$ cat src/hdl/rivm_pkg.sv
// constants, table and helpers for the reset and interrupt vector map
package rivm_pkg;

    localparam int NUM_IRQ = 25;
    localparam int ADDR_W  = 12;
    localparam int IDX_W   = 5;

    localparam logic [ADDR_W-1:0] ADDR_ZERO      = 12'h000;
    localparam logic [ADDR_W-1:0] VEC_RESET      = 12'h000;
    localparam logic [ADDR_W-1:0] VEC_TABLE_BASE = 12'h001;
    // boot flash start is set by the boot size fuses outside this block
    localparam logic [ADDR_W-1:0] DEF_BOOT_START = 12'hC00;

    // fuse value 0 means programmed
    localparam logic FUSE_PROGRAMMED = 1'b0;

    localparam logic [1:0] SETTLE_DONE = 2'h2;

    // source index, lowest index has the highest priority
    localparam logic [IDX_W-1:0] SRC_EXTERNAL_IRQ_ZERO    = 5'h00;
    localparam logic [IDX_W-1:0] SRC_EXTERNAL_IRQ_ONE     = 5'h01;
    localparam logic [IDX_W-1:0] SRC_PIN_CHANGE_IRQ_ZERO  = 5'h02;
    localparam logic [IDX_W-1:0] SRC_WATCHDOG_TIMEOUT_IRQ = 5'h05;
    localparam logic [IDX_W-1:0] SRC_TIMER2_CMPA          = 5'h06;
    localparam logic [IDX_W-1:0] SRC_TIMER2_OVF           = 5'h08;
    localparam logic [IDX_W-1:0] SRC_TIMER1_CAPT          = 5'h09;
    localparam logic [IDX_W-1:0] SRC_TIMER1_OVF           = 5'h0C;
    localparam logic [IDX_W-1:0] SRC_TIMER0_CMPA          = 5'h0D;
    localparam logic [IDX_W-1:0] SRC_TIMER0_OVF           = 5'h0F;
    localparam logic [IDX_W-1:0] SRC_SPI_DONE             = 5'h10;
    localparam logic [IDX_W-1:0] SRC_UART_RX_DONE         = 5'h11;
    localparam logic [IDX_W-1:0] SRC_UART_TX_DONE         = 5'h13;
    localparam logic [IDX_W-1:0] SRC_ADC_DONE             = 5'h14;
    localparam logic [IDX_W-1:0] SRC_PROGRAM_STORE_READY  = 5'h18;

    localparam logic [ADDR_W-1:0] VEC_TABLE [NUM_IRQ] = '{
        12'h001, 12'h002,
        12'h003, 12'h004, 12'h005, 12'h006,
        12'h007, 12'h008, 12'h009,
        12'h00A, 12'h00B, 12'h00C, 12'h00D,
        12'h00E, 12'h00F, 12'h010,
        12'h011,
        12'h012, 12'h013, 12'h014,
        12'h015, 12'h016, 12'h017, 12'h018, 12'h019
    };

    typedef enum logic [1:0] {
        ST_SYNC  = 2'b00,
        ST_RESET = 2'b01,
        ST_IDLE  = 2'b10,
        ST_ISSUE = 2'b11
    } rivm_state_t;

    // table entry moved by the boot flash start when vectors are relocated
    function automatic logic [ADDR_W-1:0] vec_addr(
        input logic [IDX_W-1:0]  idx,
        input logic              vector_select_bit,
        input logic [ADDR_W-1:0] boot
    );
        logic [ADDR_W-1:0] off;
        off      = vector_select_bit ? boot : ADDR_ZERO;
        vec_addr = off + VEC_TABLE[idx];
    endfunction : vec_addr

    function automatic logic [NUM_IRQ-1:0] one_hot(input logic [IDX_W-1:0] idx);
        logic [NUM_IRQ-1:0] v;
        v      = '0;
        v[idx] = 1'b1;
        one_hot = v;
    endfunction : one_hot

endpackage : rivm_pkg

$ cat src/hdl/rivm_pick_if.sv
// carrier between the vector map and its priority picker
`timescale 1ns/10ps
interface rivm_pick_if;
    logic [rivm_pkg::NUM_IRQ-1:0] pending;
    logic                         valid;
    logic [rivm_pkg::IDX_W-1:0]   idx;

    modport req  (output pending, input  valid, input idx);
    modport pick (input  pending, output valid, output idx);
endinterface : rivm_pick_if

$ cat src/hdl/rivm_prio_pick.sv
// registered lowest-index priority picker
`timescale 1ns/10ps
module rivm_prio_pick (
    input  wire logic   mclk_i,
    input  wire logic   nrst_i,
    rivm_pick_if.pick   pk
);

    typedef struct packed {
        logic                       valid;
        logic [rivm_pkg::IDX_W-1:0] idx;
    } rivm_pick_t;

    rivm_pick_t pick_r;
    rivm_pick_t pick_nxt;

    always_comb begin
        pick_nxt = '0;
        // scan downward so the lowest pending index wins
        for (int i = rivm_pkg::NUM_IRQ - 1; i >= 0; i--) begin
            if (pk.pending[i]) begin
                pick_nxt.valid = 1'b1;
                pick_nxt.idx   = rivm_pkg::IDX_W'(i);
            end
        end
    end

    always_ff @(posedge mclk_i or negedge nrst_i) begin
        if (!nrst_i) begin
            pick_r <= '0;
        end else begin
            pick_r <= pick_nxt;
        end
    end

    assign pk.valid = pick_r.valid;
    assign pk.idx   = pick_r.idx;

    a_pick_lowest: assert property (@(posedge mclk_i) disable iff (!nrst_i)
        pk.valid |-> ($past(pk.pending) & (rivm_pkg::one_hot(pk.idx) - 25'h1)) == '0
            && ($past(pk.pending) & rivm_pkg::one_hot(pk.idx)) != '0)
        else $error("picker did not choose the lowest pending source");

    a_pick_none: assert property (@(posedge mclk_i) disable iff (!nrst_i)
        ##1 ($past(pk.pending) == '0) |-> !pk.valid)
        else $error("picker valid without any pending source");

endmodule : rivm_prio_pick

$ cat src/hdl/rivm_vector_map.sv
// reset and interrupt vector map between peripheral requests and the core
`timescale 1ns/10ps
module rivm_vector_map #(
    parameter logic [rivm_pkg::ADDR_W-1:0] BOOT_START = rivm_pkg::DEF_BOOT_START
) (
    input  wire logic                          mclk_i,
    input  wire logic                          nrst_i,
    input  wire logic [rivm_pkg::NUM_IRQ-1:0]  irq_req_i,
    input  wire logic [rivm_pkg::NUM_IRQ-1:0]  irq_en_i,
    input  wire logic                          gie_i,
    input  wire logic                          boot_reset_fuse_i,
    input  wire logic                          vector_select_bit_i,
    input  wire logic                          vec_ack_i,
    output logic                               vec_valid_o,
    output logic [rivm_pkg::ADDR_W-1:0]        vec_addr_o,
    output logic                               vec_is_reset_o,
    output logic [rivm_pkg::IDX_W-1:0]         vec_src_o,
    output logic [rivm_pkg::NUM_IRQ-1:0]       irq_ack_o
);

    typedef struct packed {
        rivm_pkg::rivm_state_t        st;
        logic [1:0]                   settle;
        logic                         fuse_s1;
        logic                         fuse_s2;
        logic                         fuse_prog;
        logic                         vector_select_bit;
        logic                         is_reset;
        logic [rivm_pkg::IDX_W-1:0]   src;
        logic [rivm_pkg::ADDR_W-1:0]  addr;
    } rivm_map_t;

    rivm_map_t map_r;
    rivm_map_t map_nxt;

    logic [rivm_pkg::NUM_IRQ-1:0] pending;
    logic                         take;

    rivm_pick_if pick_bus ();

    // a disabled source never reaches the picker
    assign pending          = irq_req_i & irq_en_i;
    assign pick_bus.pending = pending;

    rivm_prio_pick u_pick (
        .mclk_i (mclk_i),
        .nrst_i (nrst_i),
        .pk     (pick_bus)
    );

    // the pick is one cycle old, so re-check the source is still pending
    assign take = gie_i && pick_bus.valid && pending[pick_bus.idx];

    always_comb begin
        map_nxt = map_r;
        // the fuse is a level from outside this clock, two flops first
        map_nxt.fuse_s1 = boot_reset_fuse_i;
        map_nxt.fuse_s2 = map_r.fuse_s1;
        unique case (map_r.st)
            rivm_pkg::ST_SYNC: begin
                if (map_r.settle == rivm_pkg::SETTLE_DONE) begin
                    map_nxt.fuse_prog = (map_r.fuse_s2 == rivm_pkg::FUSE_PROGRAMMED);
                    map_nxt.is_reset  = 1'b1;
                    map_nxt.src       = '0;
                    if (map_r.fuse_s2 == rivm_pkg::FUSE_PROGRAMMED) begin
                        map_nxt.addr = BOOT_START;
                    end else begin
                        map_nxt.addr = rivm_pkg::VEC_RESET;
                    end
                    map_nxt.st = rivm_pkg::ST_RESET;
                end else begin
                    map_nxt.settle = map_r.settle + 2'h1;
                end
            end
            rivm_pkg::ST_RESET: begin
                if (vec_ack_i) begin
                    map_nxt.is_reset = 1'b0;
                    map_nxt.st       = rivm_pkg::ST_IDLE;
                end
            end
            rivm_pkg::ST_IDLE: begin
                if (take) begin
                    map_nxt.src   = pick_bus.idx;
                    map_nxt.vector_select_bit = vector_select_bit_i;
                    // offset depends only on vector select, never on the fuse
                    map_nxt.addr  = rivm_pkg::vec_addr(pick_bus.idx, vector_select_bit_i,
                                                       BOOT_START);
                    map_nxt.st    = rivm_pkg::ST_ISSUE;
                end
            end
            rivm_pkg::ST_ISSUE: begin
                if (vec_ack_i) begin
                    map_nxt.st = rivm_pkg::ST_IDLE;
                end
            end
        endcase
    end

    always_ff @(posedge mclk_i or negedge nrst_i) begin
        if (!nrst_i) begin
            map_r <= '0;
        end else begin
            map_r <= map_nxt;
        end
    end

    assign vec_valid_o    = (map_r.st == rivm_pkg::ST_RESET) || (map_r.st == rivm_pkg::ST_ISSUE);
    assign vec_addr_o     = map_r.addr;
    assign vec_is_reset_o = map_r.is_reset;
    assign vec_src_o      = map_r.src;
    // combinational so the peripheral clears its flag at the same edge
    assign irq_ack_o      = (map_r.st == rivm_pkg::ST_ISSUE && vec_ack_i)
                          ? rivm_pkg::one_hot(map_r.src) : '0;

    // helpers for the checks below
    logic                        irq_out;
    logic [rivm_pkg::ADDR_W-1:0] rel_addr;
    logic [rivm_pkg::ADDR_W-1:0] exp_rel;
    assign irq_out  = vec_valid_o && !vec_is_reset_o;
    assign rel_addr = vec_addr_o - (map_r.vector_select_bit ? BOOT_START : rivm_pkg::ADDR_ZERO);
    assign exp_rel  = rivm_pkg::VEC_TABLE_BASE + rivm_pkg::ADDR_W'(vec_src_o);

    a_reset_at_zero: assert property (@(posedge mclk_i) disable iff (!nrst_i)
        (vec_valid_o && vec_is_reset_o && !map_r.fuse_prog) |-> vec_addr_o == rivm_pkg::VEC_RESET)
        else $error("unprogrammed fuse reset vector not at zero");

    a_reset_to_boot: assert property (@(posedge mclk_i) disable iff (!nrst_i)
        (vec_valid_o && vec_is_reset_o && map_r.fuse_prog) |-> vec_addr_o == BOOT_START)
        else $error("programmed fuse reset vector not at boot start");

    a_fuse_sense: assert property (@(posedge mclk_i) disable iff (!nrst_i)
        $rose(vec_is_reset_o) |-> map_r.fuse_prog == ($past(map_r.fuse_s2) == 1'b0))
        else $error("fuse polarity taken wrongly");

    a_reset_first: assert property (@(posedge mclk_i) disable iff (!nrst_i)
        !$past(nrst_i) |-> ##3 (vec_valid_o && vec_is_reset_o))
        else $error("reset vector not presented after reset");

    a_ext_addr: assert property (@(posedge mclk_i) disable iff (!nrst_i)
        (irq_out && vec_src_o <= rivm_pkg::SRC_EXTERNAL_IRQ_ONE) |-> rel_addr == exp_rel)
        else $error("external request vector misplaced");

    a_pin_wdt_addr: assert property (@(posedge mclk_i) disable iff (!nrst_i)
        (irq_out && vec_src_o >= rivm_pkg::SRC_PIN_CHANGE_IRQ_ZERO
                 && vec_src_o <= rivm_pkg::SRC_WATCHDOG_TIMEOUT_IRQ) |-> rel_addr == exp_rel)
        else $error("pin change or watchdog vector misplaced");

    a_tmr2_addr: assert property (@(posedge mclk_i) disable iff (!nrst_i)
        (irq_out && vec_src_o >= rivm_pkg::SRC_TIMER2_CMPA
                 && vec_src_o <= rivm_pkg::SRC_TIMER2_OVF) |-> rel_addr == exp_rel)
        else $error("second 8-bit timer vector misplaced");

    a_tmr1_addr: assert property (@(posedge mclk_i) disable iff (!nrst_i)
        (irq_out && vec_src_o >= rivm_pkg::SRC_TIMER1_CAPT
                 && vec_src_o <= rivm_pkg::SRC_TIMER1_OVF) |-> rel_addr == exp_rel)
        else $error("16-bit timer vector misplaced");

    a_tmr0_addr: assert property (@(posedge mclk_i) disable iff (!nrst_i)
        (irq_out && vec_src_o >= rivm_pkg::SRC_TIMER0_CMPA
                 && vec_src_o <= rivm_pkg::SRC_TIMER0_OVF) |-> rel_addr == exp_rel)
        else $error("first 8-bit timer vector misplaced");

    a_spi_addr: assert property (@(posedge mclk_i) disable iff (!nrst_i)
        (irq_out && vec_src_o == rivm_pkg::SRC_SPI_DONE) |-> rel_addr == exp_rel)
        else $error("serial peripheral vector misplaced");

    a_uart_addr: assert property (@(posedge mclk_i) disable iff (!nrst_i)
        (irq_out && vec_src_o >= rivm_pkg::SRC_UART_RX_DONE
                 && vec_src_o <= rivm_pkg::SRC_UART_TX_DONE) |-> rel_addr == exp_rel)
        else $error("serial port vector misplaced");

    a_misc_addr: assert property (@(posedge mclk_i) disable iff (!nrst_i)
        (irq_out && vec_src_o >= rivm_pkg::SRC_ADC_DONE
                 && vec_src_o <= rivm_pkg::SRC_PROGRAM_STORE_READY) |-> rel_addr == exp_rel)
        else $error("remaining vector misplaced");

    a_relocate: assert property (@(posedge mclk_i) disable iff (!nrst_i)
        $rose(irq_out) |-> map_r.vector_select_bit == $past(vector_select_bit_i)
            && vec_addr_o == rivm_pkg::VEC_TABLE[vec_src_o]
                + ($past(vector_select_bit_i) ? BOOT_START : rivm_pkg::ADDR_ZERO))
        else $error("vector select offset not applied");

    a_table_start: assert property (@(posedge mclk_i) disable iff (!nrst_i)
        (irq_out && vec_src_o == rivm_pkg::SRC_EXTERNAL_IRQ_ZERO)
        |-> vec_addr_o == (map_r.vector_select_bit ? BOOT_START + rivm_pkg::VEC_TABLE_BASE
                                       : rivm_pkg::VEC_TABLE_BASE))
        else $error("interrupt table start wrong");

    a_only_enabled: assert property (@(posedge mclk_i) disable iff (!nrst_i)
        $rose(irq_out) |-> $past(gie_i)
            && ($past(pending) & rivm_pkg::one_hot(vec_src_o)) != '0)
        else $error("vector issued for a source not taken");

    a_ack_match: assert property (@(posedge mclk_i) disable iff (!nrst_i)
        (irq_ack_o != '0) |-> irq_out && vec_ack_i && $onehot(irq_ack_o)
            && irq_ack_o[vec_src_o])
        else $error("acknowledge does not match issued source");

    a_lowest_wins: assert property (@(posedge mclk_i) disable iff (!nrst_i)
        $rose(irq_out) |-> ($past(pending, 2) & $past(pending)
            & (rivm_pkg::one_hot(vec_src_o) - 25'h1)) == '0)
        else $error("a lower pending source was passed over");

    a_hold_vec: assert property (@(posedge mclk_i) disable iff (!nrst_i)
        (vec_valid_o && !vec_ack_i) |=> vec_valid_o && $stable(vec_addr_o) && $stable(vec_src_o))
        else $error("vector changed before acknowledge");

    // ordering, hold and liveness seen from the core side
    a_reset_src_zero: assert property (@(posedge mclk_i) disable iff (!nrst_i)
        (vec_valid_o && vec_is_reset_o) |-> vec_src_o == '0 && irq_ack_o == '0)
        else $error("reset vector carries a source or an acknowledge");

    a_sync_len: assert property (@(posedge mclk_i) disable iff (!nrst_i)
        (map_r.st == rivm_pkg::ST_SYNC && map_r.settle == rivm_pkg::SETTLE_DONE)
        |=> vec_valid_o && vec_is_reset_o)
        else $error("reset vector late after fuse settle");

    a_sync_no_irq: assert property (@(posedge mclk_i) disable iff (!nrst_i)
        (map_r.st == rivm_pkg::ST_SYNC) |=> !irq_out)
        else $error("interrupt vector before the reset vector");

    a_reset_once: assert property (@(posedge mclk_i) disable iff (!nrst_i)
        (vec_valid_o && vec_is_reset_o && vec_ack_i) |=> !vec_valid_o && !vec_is_reset_o)
        else $error("reset vector presented again after acknowledge");

    a_gap_after_ack: assert property (@(posedge mclk_i) disable iff (!nrst_i)
        (irq_out && vec_ack_i) |=> !vec_valid_o)
        else $error("no idle cycle after an acknowledged vector");

    a_ack_pulse: assert property (@(posedge mclk_i) disable iff (!nrst_i)
        (irq_ack_o != '0) |=> irq_ack_o == '0)
        else $error("source acknowledge longer than one cycle");

    a_gie_off_quiet: assert property (@(posedge mclk_i) disable iff (!nrst_i)
        (!gie_i && map_r.st == rivm_pkg::ST_IDLE) |=> !vec_valid_o)
        else $error("vector issued while interrupts are off");

    a_disabled_quiet: assert property (@(posedge mclk_i) disable iff (!nrst_i)
        (pending == '0 && map_r.st == rivm_pkg::ST_IDLE) |=> !vec_valid_o)
        else $error("vector issued with no enabled request");

    // a steady enabled request must be served, so a stuck picker cannot hide
    a_issue_timely: assert property (@(posedge mclk_i) disable iff (!nrst_i)
        (map_r.st == rivm_pkg::ST_IDLE && gie_i && pending != '0)
        ##1 (map_r.st == rivm_pkg::ST_IDLE && gie_i && $stable(pending)) |=> irq_out)
        else $error("steady enabled request not served");

    a_issue_latency: assert property (@(posedge mclk_i) disable iff (!nrst_i)
        (take && map_r.st == rivm_pkg::ST_IDLE)
        |=> irq_out && vec_src_o == $past(pick_bus.idx))
        else $error("issued source differs from the pick");

    // fuse is sampled once per reset; a later change waits for the next reset
    a_fuse_held: assert property (@(posedge mclk_i) disable iff (!nrst_i)
        (map_r.st != rivm_pkg::ST_SYNC) |=> $stable(map_r.fuse_prog))
        else $error("reset target moved outside the settle window");

    a_select_held: assert property (@(posedge mclk_i) disable iff (!nrst_i)
        (irq_out && !vec_ack_i) |=> $stable(map_r.vector_select_bit))
        else $error("vector select changed under an outstanding vector");

    // application table must follow only the select bit, never the fuse
    a_app_table: assert property (@(posedge mclk_i) disable iff (!nrst_i)
        (irq_out && !map_r.vector_select_bit) |-> vec_addr_o == rivm_pkg::VEC_TABLE[vec_src_o])
        else $error("application vector moved");

    a_boot_table: assert property (@(posedge mclk_i) disable iff (!nrst_i)
        (irq_out && map_r.vector_select_bit) |-> vec_addr_o == BOOT_START + rivm_pkg::VEC_TABLE[vec_src_o])
        else $error("boot vector not offset by the boot start");

    a_src_range: assert property (@(posedge mclk_i) disable iff (!nrst_i)
        irq_out |-> vec_src_o < rivm_pkg::IDX_W'(rivm_pkg::NUM_IRQ))
        else $error("issued source beyond the last vector");

    a_addr_window: assert property (@(posedge mclk_i) disable iff (!nrst_i)
        irq_out |-> rel_addr >= rivm_pkg::VEC_TABLE_BASE
            && rel_addr <= rivm_pkg::VEC_TABLE[rivm_pkg::NUM_IRQ-1])
        else $error("vector outside the interrupt table");

    c_reset_app: cover property (@(posedge mclk_i) disable iff (!nrst_i)
        vec_valid_o && vec_is_reset_o && !map_r.fuse_prog && vec_ack_i);
    c_reset_boot: cover property (@(posedge mclk_i) disable iff (!nrst_i)
        vec_valid_o && vec_is_reset_o && map_r.fuse_prog);
    c_irq_app: cover property (@(posedge mclk_i) disable iff (!nrst_i)
        irq_out && !map_r.vector_select_bit && vec_ack_i);
    c_irq_boot: cover property (@(posedge mclk_i) disable iff (!nrst_i)
        irq_out && map_r.vector_select_bit && vec_ack_i);
    c_two_pending: cover property (@(posedge mclk_i) disable iff (!nrst_i)
        $rose(irq_out) && $countones($past(pending)) > 1);

endmodule : rivm_vector_map

$ cat config.mk
export PLATFORM = sky130hd
export DESIGN_NAME = rivm_vector_map
export DESIGN_NICKNAME = d
export VERILOG_FILES = /design/src/hdl/rivm_pkg.sv /design/src/hdl/rivm_pick_if.sv /design/src/hdl/rivm_prio_pick.sv /design/src/hdl/rivm_vector_map.sv
export SDC_FILE = /design/constraint.sdc
export NUM_CORES = 1
export LEC_CHECK = 0
export BUFFER_PORTS_ARGS = -buffer_cell sky130_fd_sc_hd__clkbuf_2
export CAP_MARGIN = 20
export CELL_PAD_IN_SITES_DETAIL_PLACEMENT = 0
export CELL_PAD_IN_SITES_GLOBAL_PLACEMENT = 1
export CORE_UTILIZATION = 35
export DETAILED_ROUTE_END_ITERATION = 10
export PLACE_DENSITY = 0.93
export SYNTH_ARGS = -nofsm -noshare
export SYNTH_HDL_FRONTEND = slang
export SYNTH_HIERARCHICAL = 1
export SYNTH_SLANG_ARGS = --single-unit
$ cat constraint.sdc
create_clock -name mclk_i -period 4.4 [get_ports mclk_i]
set_clock_uncertainty 0.1 [all_clocks]
set_input_delay 0.44 -clock mclk_i [delete_from_list [all_inputs] [get_ports mclk_i]]
set_output_delay 0.44 -clock mclk_i [all_outputs]
set_load 0.02 [all_outputs]
# Word-level counts from Yosys, hierarchy flattened
# Memories as Yosys holds them, arrays and structs flattened.
# Cells that the tools add are included.
totals:
  ff_bits: 30
  rom_bits: 384
  mem_count: 1
op_classes:
  n_addsub: 2
  order_cmp: 4
  n_eq_ne: 8
  mux: 43
  n_bitwise: 3
  n_reduce_logical: 13
memory_table:
  columns: ["name", "words", "word_bits", "rd", "rd_ports_with_merged_regs", "wr", "line", "rtl"]
  rows:
  - ["(name not given)", 32, 12, 1, 0, 0, "rivm_pkg.sv:62", "vec_addr = off + VEC_TABLE[idx];"]
ops:
  columns: ["operator", "count"]
  rows:
  - ["2-to-1 mux 6 bit", 25]
  - ["2-to-1 mux 12 bit", 4]
  - ["one-hot mux 17 bit (2 select lines)", 1]
  - ["bitwise AND 25 bit", 1]
  - ["2-to-1 mux 25 bit", 1]
  - ["2-to-1 mux 18 bit", 1]
  - ["2-to-1 mux 17 bit", 1]
  - ["adder 12 bit", 1]
  - ["less-than comparator 5 x 6 -> 1 bit, second input constant", 2]
  - ["AND reduction 3 bit", 3]
  - ["== test 2 bit, second input constant", 3]
  - ["greater-or-equal comparator 6 bit, second input constant", 1]
  - ["2-to-1 mux 2 bit", 3]
  - ["!= test 2 bit, second input constant", 3]
  - ["inverter 5 -> 6 bit", 1]
  - ["one-hot mux 2 bit (3 select lines)", 1]
  - ["binary-select mux 1 bit (select 5 bit)", 1]
  - ["demux 1 bit (select 5 bit)", 1]
  - ["greater-or-equal comparator 5 x 1 -> 1 bit, second input constant", 1]
  - ["logical AND 1 bit", 4]
  - ["nonzero test 2 bit", 2]
  - ["2-to-1 mux 1 bit", 3]
  - ["adder 2 x 1 -> 2 bit, second input constant", 1]
  - ["== test 2 x 1 -> 1 bit, second input constant", 1]
  - ["other kinds (7)", 7]

# Depth between registers and ports, before layout
depth:
  depth_word: 26
  mapped_depth: 8
  ltp_nobuf: 6

# Cells and area by module
# The synthesis kept the hierarchy.
by_module_without_submodules:
  columns: ["mod", "instances", "cells_per_inst", "area_each_um2"]
  rows:
  - ["rivm_vector_map", 1, 185, 1597.8]
  - ["rivm_prio_pick", 1, 55, 459.2]

# Worst setup path after synthesis
# Ideal clock, no wire load.
synth_timing:
  path_kind: "in2reg"
  from: "input port irq_req_i[9] (netlist name)"
  to: "register map_r (netlist bit vec_addr_o[0])"
  setup_time_ps: 125
  t_arrival_ps: 1948
  slack_ps: 2227
  path_stages: 7
  path_cell_list: "and2_1 -> mux2_4 -> a22oi_2 -> a211o_1 -> a211oi_2 -> buf_6 -> mux2_4"
synth_between:
  elab_chain_cells: 6
synth_lines:
  columns: ["element", "line", "rtl"]
  rows:
  - ["start: declaration", "rivm_vector_map.sv:8", "input wire logic [rivm_pkg::NUM_IRQ-1:0] irq_req_i,"]
  - ["bitwise AND 25 bit", "rivm_vector_map.sv:42", "assign pending = irq_req_i & irq_en_i;"]
  - ["binary-select mux 1 bit (select 5 bit)", "rivm_vector_map.sv:52", "assign take = gie_i && pick_bus.valid && pending[pick_bus.idx];"]
  - ["2-to-1 mux 1 bit (not written as such)", "rivm_vector_map.sv:52", null]
  - ["logical AND 1 bit", "rivm_vector_map.sv:52", null]
  - ["!= test 2 bit (no line)", null, null]
  - ["AND reduction 3 bit (no line)", null, null]
  - ["end signal: assignment", "rivm_vector_map.sv:103", "map_r <= map_nxt;"]
  - ["end: declaration", "rivm_vector_map.sv:33", "rivm_map_t map_r;"]
# Every way passes these cells. The select of a mux whose other input is x is not followed.
# A chain may end at the register's enable or synchronous reset.

# Final worst setup path
layout_timing:
  from: "register u_pick.pick_r (netlist bit u_pick/pk.idx[1])"
  to: "register map_r (netlist bit vec_src_o[1])"
layout_between:
  elab_chain_cells: 5
layout_lines:
  columns: ["element", "line", "rtl"]
  rows:
  - ["start: declaration", "rivm_prio_pick.sv:14", "rivm_pick_t pick_r;"]
  - ["start signal: assignment", "rivm_prio_pick.sv:32", "pick_r <= pick_nxt;"]
  - ["binary-select mux 1 bit (select 5 bit)", "rivm_vector_map.sv:52", null]
  - ["2-to-1 mux 1 bit (not written as such)", "rivm_vector_map.sv:52", null]
  - ["logical AND 1 bit", "rivm_vector_map.sv:52", null]
  - ["!= test 2 bit (no line)", null, null]
  - ["AND reduction 3 bit (no line)", null, null]
# Several ways; a longest one is shown, not always the timed one. The select of a mux whose other input is x is not followed.

==> impl_results.md <==
* Status: completed
* Worst slew pin tran at between 0.8 and 0.9 ns
* Mapped cell area at 0.00206 mm^2
* Total core area at about 0.0056 mm^2
* Min Tclk post-route at between 2 and 3 ns
* Die X at just under 80 um
* Cell taking the most area after synthesis: dfrtp_1
* FF+latch count, synth at 24
* Fin crit share at 0.627
* Setup CP Type: reg -> reg
* Max-cap viol count at 0
* Port bufs at 94
* Most instantiated cells after synthesis: nor2_1 (39), and2_1 (25), dfrtp_1 (24)
* Post-synth EDFFs at 0
* Detailed Routing Iterations Pass 1 at 4
* CP max FO at 15
* WL/cell at approximately 12 um
* Crit path from: u_pick/pk.idx[1]
* Worst hold path class: in -> async
* Most numerous cell in the Yosys netlist: nor2_1
* Rel. slew slack at 0.404
* Crit. End Element: flop
* Peak VDD IR at 0.145 mV
* Total GRT Usage at 0.158
* TritonCTS clock tree: built
* Syn avg cell area at about 8.6 um^2
* Global-route wire length before repair at slightly below 8000 um
* LEAKAGE at about 0.0012 uW
* Worst Path Arrival at 2.82 ns
* Row Count at 27
* Pin count of the biggest net entering global routing at 25
* Sequential share of the synthesized area at 0.292
* Total Power at slightly above 800 uW
* Combinational Power Share at 0.445
* Place WS at around 1.6 ns
* Starting Density at 0.369
* RSZ-0062 raised after global routing: no
* Internal power at around 500 uW
* Worst Path Required at 4.46 ns
* Sequential Power Share at 0.404
* Ports at 100
* Clock network power share at 0.151
* Nets at 377
* Synth Instances at 240
* DR iter-0 viols at 70
* Post-route DRC at 0
* Diodes inserted at 0
* Clock buffer depth at 2
* DR vias/cell at approximately 5.0
* CTS resizes at 0
* Final wirelength at 4760 um
* Synth warn at 6
* Final Worst Setup Slack at around 1.6 ns
* Placer Congestion at approximately 0.82
* Die extent in y at around 80 um
* Post-synthesis cell type count at 54
* R2R setup slack at 1.64 ns
* Reg clk slew, reported paths at roughly 0.07 ns
* PwrDens at approximately 330 mW/mm^2
* Async S/R FF share, synth at 1.00
* RR Endpoint: vec_src_o[1]
* Total CTS buffers at 3
* Top cell type's share of synthesized area at 0.292
* Root buf cell: clkbuf_8
* Skew-Pair Late Insertion Delay at 0.26 ns
* Crit path capture: vec_src_o[1]
* Final setup violation count at 0
* CTS Hold Bufs at 0
* Vias in the first global route at around 1800
* Post-DP HPWL at roughly 3900 um
* Top cells by area, synth: dfrtp_1 (29%), and2_1 (7.6%), nor2_1 (7.1%), buf_4 (6.2%), mux2_4 (3.6%)
* Final setup TNS at 0 ns
* Proportion of layout cells with a drive suffix above 1 at 0.373
* Main synth FF type: dfrtp_1
* P_sw at 334 uW
* Die area at between 0.006 and 0.007 mm^2
* Startpoint Class: flop
* Fin. max-slew vios at 0
* Initial antenna violation count at 0
* Routed Antenna Nets at 0
* Reg2Reg Launch Point: u_pick/pk.idx[1]
* Number of H-tree levels at 1
* Vias at slightly below 2000
* Clk sinks at 24
* Reg2Reg Depth at 5
* P&R area growth vs syn at 21.1%
* Gr ovfl total at 0
* Final hold vios at 0
* Sw Ratio at 0.402
* Post-CTS setup buffer count at 0
* Fmax at between 300 and 400 MHz
[worst max-delay path, cell delays in order (launching register included)]
cell      delay [ns]
dfrtp_1         0.68
mux2_2          0.27
a22oi_2         0.07
a211o_1         0.34
a211oi_2        0.78
mux2_2          0.41
[cell type report]
| class | count | area [um^2] |
|---|---|---|
| flip-flops and latches | 24 | 601 |
| fillers | 573 | 3080 |
| repair buffers | 94 | 470 |
| clock buffers | 3 | 41.3 |
| inverters | 7 | 26.3 |
| multi-input cells | 188 | 1260 |
| well taps | 72 | 90.1 |
[stage by stage]
step / cell area (um^2) / instances / utilization / hold WS [ns]
finish: 2490 / 388 / 0.447 / 0.0553
global route: 2490 / 388 / 0.447 / 0.102
CTS: 2490 / 388 / 0.447 / 0.0726
detailed placement: 2450 / 385 / 0.440 / 0.246
global placement: 2450 / 385 / 0.440 / 0.249
floorplan: 2070 / 244 / - / 0.0444
[routing by layer]
metal / GRT usage / share of wire / vias to the layer above
met5: 0 / 0 / -
met4: 0.0704 / 0.019 / 0
met3: 0.0151 / 0.060 / 7
met2: 0.295 / 0.49 / 85
met1: 0.179 / 0.44 / 851
li1: - / - / 987
[placed cells by master (no fill, tap or decap), types with 3 or more instances in the layout]
cell type / n
dfrtp_1: 24
a21o_1: 3
nor4_1: 6
nor2_1: 39
a21oi_1: 5
ha_1: 3
mux2_2: 3
or3_1: 3
and2_1: 25
o21ai_0: 6
mux4_2: 3
nor2b_1: 10
nor3_1: 6
inv_1: 7
a31oi_1: 3
a221oi_1: 3
nand4b_1: 3
mux2_4: 5
clkbuf_8: 3
conb_1: 5
nand2_1: 12
clkbuf_2: 94
nand3_1: 6
[state kept, by name (all words and copies together) (netlist names)]
name	flops
u_pick/pk.idx	5
map_r	5
vec_addr_o	6
map_nxt	1
u_pick/pk.valid	1
vec_src_o	5
vec_is_reset_o	1
[how the worst min path moves through the flow]
stage,cells after the start,from,slack [ns],endpoint
4_1_cts,1,nrst_i,0.07,map_nxt[20]
5_1_grt,1,nrst_i,0.10,map_nxt[20]
3_5_place_dp,0,map_nxt[20],0.25,map_r[20]
3_3_place_gp,0,map_nxt[20],0.25,map_r[20]
6_report,1,nrst_i,0.06,map_r[22]
2_1_floorplan,0,nrst_i,0.04,map_nxt[20]
[kinds of logic after synthesis]
logic type               after synthesis  synth area share
AO/OA/AOI/OAI                         40             0.148
XOR/XNOR                               1           0.00426
adder cells (fa/ha/maj)                3            0.0183
buffers and inverters                 32             0.102
flip-flops                            24             0.292
multiplexers                          13            0.0961
other                                  1           0.00182
AND/OR/NAND/NOR                      126             0.338
[power by group through the flow]
stage	Combinational [uW]	Sequential, uW	Clock [uW]
after floorplan	353	306	0
after global placement	367	337	0
after detailed placement	371	341	0
after CTS	373	336	132
after global routing	401	348	141
final	369	335	125
Power figures use the tool's default switching activity.
